==> config.mk <==
export PLATFORM = sky130hd
export DESIGN_NAME = irq_ctrl_regs
export DESIGN_NICKNAME = d
export VERILOG_FILES = /design/src/irq_regs_pkg.sv /design/src/ext_edge_detect.sv /design/src/irq_ctrl_regs.sv
export SDC_FILE = /design/constraint.sdc
export NUM_CORES = 1
export LEC_CHECK = 0
export BUFFER_PORTS_ARGS = -buffer_cell sky130_fd_sc_hd__buf_2
export CAP_MARGIN = 25
export CORE_MARGIN = 2
export CORE_UTILIZATION = 45
export DETAILED_ROUTE_END_ITERATION = 12
export HOLD_SLACK_MARGIN = 0.08
export PLACE_DENSITY = 0.71
export SLEW_MARGIN = 20
export SYNTH_ARGS = -nofsm -noshare
export SYNTH_HDL_FRONTEND = slang
export SYNTH_SLANG_ARGS = --single-unit
==> constraint.sdc <==
create_clock -name i_mclk -period 2.33 [get_ports i_mclk]
set_input_delay 0.466 -clock i_mclk [delete_from_list [all_inputs] [get_ports i_mclk]]
set_output_delay 0.466 -clock i_mclk [all_outputs]
set_load 0.05 [all_outputs]
==> src/irq_regs_pkg.sv <==
// Constants shared by the interrupt controller register set.
// Assumes a single 200 MHz clock and a 4-bit register index on the plain port.
package irq_regs_pkg;
	localparam int DATA_W = 16;
	localparam int ADDR_W = 4;
	localparam int NUM_SRC = 15;
	localparam int NUM_TRAP = 6;
	localparam int NUM_EXT = 5;
	localparam int NUM_EVT = 7;

	// Register indices
	localparam logic [ADDR_W-1:0] IDX_STATUS = 4'h0;
	localparam logic [ADDR_W-1:0] IDX_CORE = 4'h1;
	localparam logic [ADDR_W-1:0] IDX_CTL1 = 4'h2;
	localparam logic [ADDR_W-1:0] IDX_CTL2 = 4'h3;
	localparam logic [ADDR_W-1:0] IDX_FLAGS0 = 4'h4;
	localparam logic [ADDR_W-1:0] IDX_ENABLE0 = 4'h5;
	localparam logic [ADDR_W-1:0] IDX_PRIO0 = 4'h6;
	localparam logic [ADDR_W-1:0] IDX_PRIO3 = 4'h9;
	localparam logic [ADDR_W-1:0] IDX_EVT = 4'ha;
	localparam logic [ADDR_W-1:0] IDX_EVT_MASK = 4'hb;

	// Field positions
	localparam int LVL_LOW_LSB = 5;
	localparam int LVL_HIGH_BIT = 3;
	localparam int NEST_DIS_BIT = 15;
	localparam int TRAP_LSB = 1;
	localparam int ALT_VEC_BIT = 15;
	localparam int HOLD_BIT = 14;
	localparam int POL_LSB = 0;
	localparam int PRIO_NIB_W = 4;
	localparam int PRIO_W = 3;
	localparam int EVT_PEND_BIT = 6;

	// Reset values
	localparam logic [2:0] RST_LVL_LOW = 3'h0;
	localparam logic RST_LVL_HIGH = 1'b0;
	localparam logic RST_NEST_DIS = 1'b0;
	localparam logic [NUM_TRAP-1:0] RST_TRAPS = 6'h00;
	localparam logic RST_ALT_VEC = 1'b0;
	localparam logic [NUM_EXT-1:0] RST_POL = 5'h00;
	localparam logic [NUM_SRC-1:0] RST_FLAGS = 15'h0000;
	localparam logic [NUM_SRC-1:0] RST_ENABLES = 15'h0000;
	localparam logic [PRIO_W-1:0] RST_PRIO = 3'h4;
	localparam logic [NUM_EVT-1:0] RST_EVT = 7'h00;
	localparam logic [NUM_EVT-1:0] RST_EVT_MASK = 7'h00;

	// Flag register source positions
	localparam int SRC_EXT0 = 0;
	localparam int SRC_CAPTURE1 = 1;
	localparam int SRC_COMPARE1 = 2;
	localparam int SRC_TIMER1 = 3;
	localparam int SRC_DMA_CH0 = 4;
	localparam int SRC_CAPTURE2 = 5;
	localparam int SRC_COMPARE2 = 6;
	localparam int SRC_TIMER2 = 7;
	localparam int SRC_TIMER3 = 8;
	localparam int SRC_SPI1_ERROR = 9;
	localparam int SRC_SPI1_EVENT = 10;
	localparam int SRC_UART1_RX = 11;
	localparam int SRC_UART1_TX = 12;
	localparam int SRC_ADC1_DONE = 13;
	localparam int SRC_DMA_CH1 = 14;
	localparam logic [3:0] NO_SRC = 4'hf;
endpackage

==> src/ext_edge_detect.sv <==
// Synchronises the external interrupt pins and detects the selected edge.
// Assumes asynchronous pins and polarity bits from logic on the same clock.
`timescale 1ns/1ps
module ext_edge_detect
	import irq_regs_pkg::*;
(
	input wire logic i_mclk,
	input wire logic i_arst_n,
	input wire logic [NUM_EXT-1:0] i_pin,
	input wire logic [NUM_EXT-1:0] i_falling,
	output logic [NUM_EXT-1:0] o_edge
);
	typedef struct packed {
		logic [NUM_EXT-1:0] meta;
		logic [NUM_EXT-1:0] sync;
		logic [NUM_EXT-1:0] prev;
	} edge_state_t;

	edge_state_t st;
	edge_state_t next_st;

	always_comb
	begin
		next_st = st;
		next_st.meta = i_pin;
		next_st.sync = st.meta;
		next_st.prev = st.sync;
	end

	always_ff @(posedge i_mclk or negedge i_arst_n)
	begin
		if (!i_arst_n)
			st <= '0;
		else
			st <= next_st;
	end

	// Falling edge when the polarity bit is one, rising edge otherwise
	genvar g;
	generate
		for (g = 0; g < NUM_EXT; g++)
		begin : g_edge
			assign o_edge[g] = i_falling[g] ? (st.prev[g] & ~st.sync[g])
				: (~st.prev[g] & st.sync[g]);
		end
	endgenerate
endmodule

==> src/irq_ctrl_regs.sv <==
// Control and status registers of the interrupt controller with request arbitration.
// Assumes trap, peripheral and core inputs on i_mclk; external pins are asynchronous.
//
// The register addresses and the strobed register port were decided locally.
`timescale 1ns/1ps
module irq_ctrl_regs
	import irq_regs_pkg::*;
(
	input wire logic i_mclk,
	input wire logic i_arst_n,
	input wire logic [ADDR_W-1:0] i_addr,
	input wire logic [DATA_W-1:0] i_wdata,
	input wire logic i_wr,
	input wire logic i_rd,
	input wire logic [NUM_TRAP-1:0] i_trap,
	input wire logic [NUM_SRC-1:1] i_periph_req,
	input wire logic [NUM_EXT-1:0] i_ext_pin,
	input wire logic i_hold_active,
	input wire logic i_core_level_we,
	input wire logic [3:0] i_core_level,
	output logic [DATA_W-1:0] o_rdata,
	output logic o_irq,
	output logic o_pending,
	output logic [3:0] o_pending_src,
	output logic [3:0] o_cpu_level,
	output logic o_alt_vector,
	output logic [NUM_EXT-1:1] o_ext_edge
);
	typedef struct packed {
		logic [2:0] lvl_low;
		logic lvl_high;
		logic nest_dis;
		logic [NUM_TRAP-1:0] traps;
		logic alt_vec;
		logic [NUM_EXT-1:0] edge_pol;
		logic [NUM_SRC-1:0] flags;
		logic [NUM_SRC-1:0] enables;
		logic [NUM_SRC-1:0][PRIO_W-1:0] prio;
		logic [NUM_EVT-1:0] evt;
		logic [NUM_EVT-1:0] evt_mask;
		logic [DATA_W-1:0] rdata;
		logic irq;
		logic pending;
		logic [3:0] pend_src;
		logic [NUM_EXT-1:1] ext_edge;
	} ctrl_state_t;

	ctrl_state_t st;
	ctrl_state_t next_st;
	logic [NUM_EXT-1:0] ext_edge;

	ext_edge_detect u_edge (
		.i_mclk(i_mclk),
		.i_arst_n(i_arst_n),
		.i_pin(i_ext_pin),
		.i_falling(st.edge_pol),
		.o_edge(ext_edge)
	);

	function automatic logic hit(input logic [ADDR_W-1:0] addr, input logic [ADDR_W-1:0] idx);
		hit = (addr == idx);
	endfunction

	// One priority register holds four sources, three bits per nibble
	function automatic logic [DATA_W-1:0] prio_word(input ctrl_state_t s, input int base);
		logic [DATA_W-1:0] w;
		w = '0;
		for (int n = 0; n < 4; n++)
		begin
			if (base + n < NUM_SRC)
				w[n*PRIO_NIB_W +: PRIO_W] = s.prio[base + n];
		end
		prio_word = w;
	endfunction

	logic [NUM_SRC-1:0] set_req;
	logic [3:0] level;

	// Peripheral and trap requests share i_mclk; only the pin path is synchronised
	always_comb
	begin
		set_req = '0;
		set_req[NUM_SRC-1:1] = i_periph_req;
		set_req[SRC_EXT0] = ext_edge[0];
		level = {st.lvl_high, st.lvl_low};
	end

	always_comb
	begin
		logic [DATA_W-1:0] rd;
		logic [NUM_SRC-1:0] cand;
		logic [3:0] sel;
		logic new_pend;
		rd = '0;
		cand = '0;
		sel = NO_SRC;
		new_pend = 1'b0;
		next_st = st;

		// Software writes; unimplemented positions are simply not stored
		if (i_wr)
		begin
			if (hit(i_addr, IDX_STATUS) && !st.nest_dis)
				next_st.lvl_low = i_wdata[LVL_LOW_LSB +: 3];
			if (hit(i_addr, IDX_CORE) && !i_wdata[LVL_HIGH_BIT])
				next_st.lvl_high = 1'b0;
			if (hit(i_addr, IDX_CTL1))
			begin
				next_st.nest_dis = i_wdata[NEST_DIS_BIT];
				next_st.traps = i_wdata[TRAP_LSB +: NUM_TRAP];
			end
			if (hit(i_addr, IDX_CTL2))
			begin
				next_st.alt_vec = i_wdata[ALT_VEC_BIT];
				next_st.edge_pol = i_wdata[POL_LSB +: NUM_EXT];
			end
			if (hit(i_addr, IDX_FLAGS0))
				next_st.flags = i_wdata[NUM_SRC-1:0];
			if (hit(i_addr, IDX_ENABLE0))
				next_st.enables = i_wdata[NUM_SRC-1:0];
			for (int r = 0; r < 4; r++)
			begin
				if (hit(i_addr, IDX_PRIO0 + ADDR_W'(r)))
				begin
					for (int n = 0; n < 4; n++)
					begin
						if (r*4 + n < NUM_SRC)
							next_st.prio[r*4 + n] = i_wdata[n*PRIO_NIB_W +: PRIO_W];
					end
				end
			end
			if (hit(i_addr, IDX_EVT))
				next_st.evt = st.evt & ~i_wdata[NUM_EVT-1:0];
			if (hit(i_addr, IDX_EVT_MASK))
				next_st.evt_mask = i_wdata[NUM_EVT-1:0];
		end

		// Core level update on exception entry and return bypasses the lock
		if (i_core_level_we)
		begin
			next_st.lvl_low = i_core_level[2:0];
			next_st.lvl_high = i_core_level[3];
		end

		// Hardware sets win over a software clear in the same cycle
		next_st.traps = next_st.traps | i_trap;
		next_st.flags = next_st.flags | set_req;
		next_st.ext_edge = ext_edge[NUM_EXT-1:1];

		// Lowest flag position wins among eligible sources
		for (int i = NUM_SRC - 1; i >= 0; i--)
		begin
			cand[i] = st.flags[i] & st.enables[i] && ({1'b0, st.prio[i]} > level);
			if (cand[i])
				sel = 4'(i);
		end
		next_st.pending = |cand;
		next_st.pend_src = sel;
		new_pend = next_st.pending & ~st.pending;

		next_st.evt[NUM_TRAP-1:0] = next_st.evt[NUM_TRAP-1:0] | i_trap;
		next_st.evt[EVT_PEND_BIT] = next_st.evt[EVT_PEND_BIT] | new_pend;
		next_st.irq = |(next_st.evt & next_st.evt_mask);

		// Read data stands only in the cycle after the strobe
		if (i_rd)
		begin
			case (i_addr)
				IDX_STATUS: rd[LVL_LOW_LSB +: 3] = st.lvl_low;
				IDX_CORE: rd[LVL_HIGH_BIT] = st.lvl_high;
				IDX_CTL1:
				begin
					rd[NEST_DIS_BIT] = st.nest_dis;
					rd[TRAP_LSB +: NUM_TRAP] = st.traps;
				end
				IDX_CTL2:
				begin
					rd[ALT_VEC_BIT] = st.alt_vec;
					rd[HOLD_BIT] = i_hold_active;
					rd[POL_LSB +: NUM_EXT] = st.edge_pol;
				end
				IDX_FLAGS0: rd[NUM_SRC-1:0] = st.flags;
				IDX_ENABLE0: rd[NUM_SRC-1:0] = st.enables;
				IDX_PRIO0: rd = prio_word(st, 0);
				IDX_PRIO0 + 4'h1: rd = prio_word(st, 4);
				IDX_PRIO0 + 4'h2: rd = prio_word(st, 8);
				IDX_PRIO3: rd = prio_word(st, 12);
				IDX_EVT: rd[NUM_EVT-1:0] = st.evt;
				IDX_EVT_MASK: rd[NUM_EVT-1:0] = st.evt_mask;
				default: rd = '0;
			endcase
		end
		next_st.rdata = rd;
	end

	always_ff @(posedge i_mclk or negedge i_arst_n)
	begin
		if (!i_arst_n)
		begin
			st <= '0;
			st.lvl_low <= RST_LVL_LOW;
			st.lvl_high <= RST_LVL_HIGH;
			st.nest_dis <= RST_NEST_DIS;
			st.traps <= RST_TRAPS;
			st.alt_vec <= RST_ALT_VEC;
			st.edge_pol <= RST_POL;
			st.flags <= RST_FLAGS;
			st.enables <= RST_ENABLES;
			st.prio <= {NUM_SRC{RST_PRIO}};
			st.evt <= RST_EVT;
			st.evt_mask <= RST_EVT_MASK;
			st.pend_src <= NO_SRC;
		end
		else
			st <= next_st;
	end

	assign o_rdata = st.rdata;
	assign o_irq = st.irq;
	assign o_pending = st.pending;
	assign o_pending_src = st.pend_src;
	assign o_cpu_level = {st.lvl_high, st.lvl_low};
	assign o_alt_vector = st.alt_vec;
	assign o_ext_edge = st.ext_edge;
endmodule

==> results by group <==
Cells and area
  – Commonest non-fill, non-tap cells in the layout: dfrtp_1 (128), nand2_1 (103), buf_2 (84)
  – Layout area overhead: 16.47%
  – Number of fillers in the final layout: 1502
  – # nets final: 916
  – Footprint of the multi-input gates: 3789 µm²
  – Share of cells above drive strength 1: 0.2714
  – Most common cell after layout, fill and taps aside: dfrtp_1
  – Seq. cell area: 3702 µm²

Drt
  – DRT Wirelength: 22.02 mm
  – Initial drt markers: 745
  – Drt drc: 0
  – DRT Pass-1 Iters: 6
  – Vias: 6081
  – Average wire per standard cell: 20.87 µm
  – Antenna viol nets, final: 0
  – Via density: 5.764

Floorplan
  – Chip width: 137 µm
  – Row count: 48
  – DIE HEIGHT: 137 µm
  – Initial Utilization: 0.4602
  – # IOs: 86
  – Die area: 18770 µm²
  – Core Footprint: 17300 µm²

STA
  – Period utilisation layout: 0.9526
  – Worst clock skew: 0.009313 ns
  – Setup-failing EPs final: 0
  – Max_slew headroom: 0.5662
  – Slack of the critical path: 0.1104 ns
  – Worst-margin pin slew: 0.6439 ns
  – Setup tns final: 0 ns
  – Tmin final: 2.220 ns
  – Max Slew Vio Count: 0
  – Max Fclk: 450.5 MHz
  – Final Hold Fails: 0

Placed design
  – Routability Congestion: 0.9371
  – Port bufs: 85
  – Dpl ws: 0.1146 ns
  – HPWL Detailed: 16.19 mm

Clock tree
  – H-Tree Depth: 4
  – Worst-case clock buffer depth: 2
  – TritonCTS clock tree: done
  – Clock latency on the worst-skew pair: 0.43 ns
  – Sink Count: 147
  – Root Buffer: clkbuf_16
  – Num CTS Buffers: 17
  – Clk slew on worst S/H paths: 0.06 ns

Global routing
  – Antenna violations before repair: 1
  – Largest net degree at the start of global routing: 58
  – Total global routing overflow: 0
  – Total GRT Usage: 0.2447
  – Number of global-route vias before repair: 5947
  – First-pass GRT wire length: 34.00 mm

Logic synthesis
  – Syn Inst Count: 732
  – Synthesized Nets: 832
  – Main flop type after synthesis: dfrtp_1
  – Yosys cell types: 61
  – #FFs+latches synth: 147
  – Yosys warnings: 0
  – Async SR Flop Fraction: 1.000
  – Sequential area share after synthesis: 0.4651
  – Synth Cell Area: 7960 µm²
  – Syn avg cell area: 10.87 µm²
  – EDFF count, synth: 0

Worst setup path
  – Critical path capture point type: flip-flop
  – CP required: 2.62 ns
  – Critical-path maximum fanout: 15
  – Worst path arrival time: 2.51 ns
  – Critical path type: flip-flop to flip-flop
  – Startpoint Class: flip-flop

Min path
  – Hold Path Class: primary input to flip-flop

Outcome
  – Status: finished clean

Pwr
  – PwrDens: 879.5 nW/µm²
  – Leak: 0.004236 µW
  – Peak supply drop: 0.6671 mV

Flow run
  – Max-Cap Viols: 0
-- cells by family (layout without fill, tap and decap cells) --
family | Yosys count | after routing | share of synthesized area
flops | 147 | 147 | 0.4651
other cells | 0 | 1 | 0
buf+inv | 86 | 183 | 0.06146
compound gates | 138 | 138 | 0.1182
mux | 101 | 101 | 0.1467
fa+ha+maj | 45 | 45 | 0.07073
simple gates | 215 | 215 | 0.1378
-- critical path, cell delays in order (launching register included) --
cell and delay [ns]:
dfrtp_1 0.38, inv_1 0.10, buf_12 0.16, ha_1 0.27
a21oi_1 0.14, o21ai_0 0.13, a22oi_1 0.28, nand4_1 0.23
o311ai_2 0.28, nand4_1 0.12
-- layout make-up --
cell class,instances,area share
diodes,1,0.0002699
clock buffers,20,0.04818
clock inverters,12,0.01296
inverters,20,0.008097
multi-input cells,499,0.4086
flip-flops and latches,147,0.3993
well taps,225,0.03036
repair buffers,131,0.09217
-- sequential cells by signal (all words and copies together) (netlist names) --
signal / cells
o_cpu_level: 4
o_ext_edge: 4
o_alt_vector: 1
u_edge.st: 5
st: 101
o_pending: 1
o_pending_src: 4
o_rdata: 16
o_irq: 1
u_edge.next_st: 10
-- per-layer routing --
layer	vias up	track usage	share of wire	wire, µm
li1	2795	-	-	-
met1	2951	0.3354	0.43	9554
met2	280	0.3748	0.46	10110
met3	55	0.05630	0.073	1612
met4	0	0.09794	0.034	739
met5	-	0	0	0
-- timing repair --
item / in CTS / in global routing
buffers inserted: 0 / 1
hold endpoints to repair: 52 / 0
hold buffers: 1 / 0
resized for setup: 0 / 4
setup endpoints to repair: 0 / 2
-- synthesized netlist by cell type (all sizes together), types with 3 or more instances --
cell	count	area share
nor2	20	0.010
clkbuf	9	0.0042
inv	20	0.0094
dfstp	19	0.063
nand2	103	0.049
ha	45	0.071
nand2b	17	0.013
nand3b	24	0.023
a21o	7	0.0066
mux4	3	0.0085
nand4b	3	0.0033
mux2	77	0.11
a211oi	5	0.0047
nor3b	5	0.0061
a221oi	4	0.0044
a311oi	12	0.013
and3	5	0.0046
a31oi	5	0.0039
dfrtp	128	0.40
nand3	17	0.011
o32ai	3	0.0033
o21ai	32	0.021
nor3	5	0.0044
buf	57	0.048
a21oi	27	0.017
a32o	5	0.0063
a22oi	16	0.015
nor2b	5	0.0039
o211ai	3	0.0028
mux2i	21	0.026
a22o	4	0.0044
-- where the power goes --
part	switching, µW	total, µW	leakage (µW)	internal [µW]
clock	1120	2630	0.000261	1510
combinational	1280	2150	0.00229	875
sequential	343	3370	0.00169	3030
total	2740	8150	0.00424	5410
-- final timing paths --
kind	start	end	slack [ns]	cells after the start
max	o_cpu_level[2]$_DFFE_PN0P_	o_irq$_DFF_PN0_	0.11	9
min	i_ext_pin[3]	u_edge.next_st[8]$_DFF_PN0_	0.14	1
max reg2reg	o_cpu_level[2]$_DFFE_PN0P_	o_irq$_DFF_PN0_	0.11	9
min reg2reg	u_edge.next_st[7]$_DFF_PN0_	u_edge.next_st[2]$_DFF_PN0_	0.35	0
max in group asynchronous	i_arst_n	st[54]$_DFFE_PN1P_	1.03	3
min in group asynchronous	i_arst_n	o_ext_edge[3]$_DFF_PN0_	0.58	2
-- metrics by stage --
stage                 util  std cells  cell area [µm²]  hold WS [ns]  total power [µW]
floorplan                -        732             7960        0.1704              4811
global placement    0.5009       1020             8665        0.3317              5419
detailed placement  0.5009       1020             8665        0.3373              5479
CTS                 0.5343       1053             9241        0.1261              8127
global route        0.5360       1055             9271        0.1219              8566
finish              0.5360       1055             9271        0.1360              8154
Power figures use the tool's default switching activity.
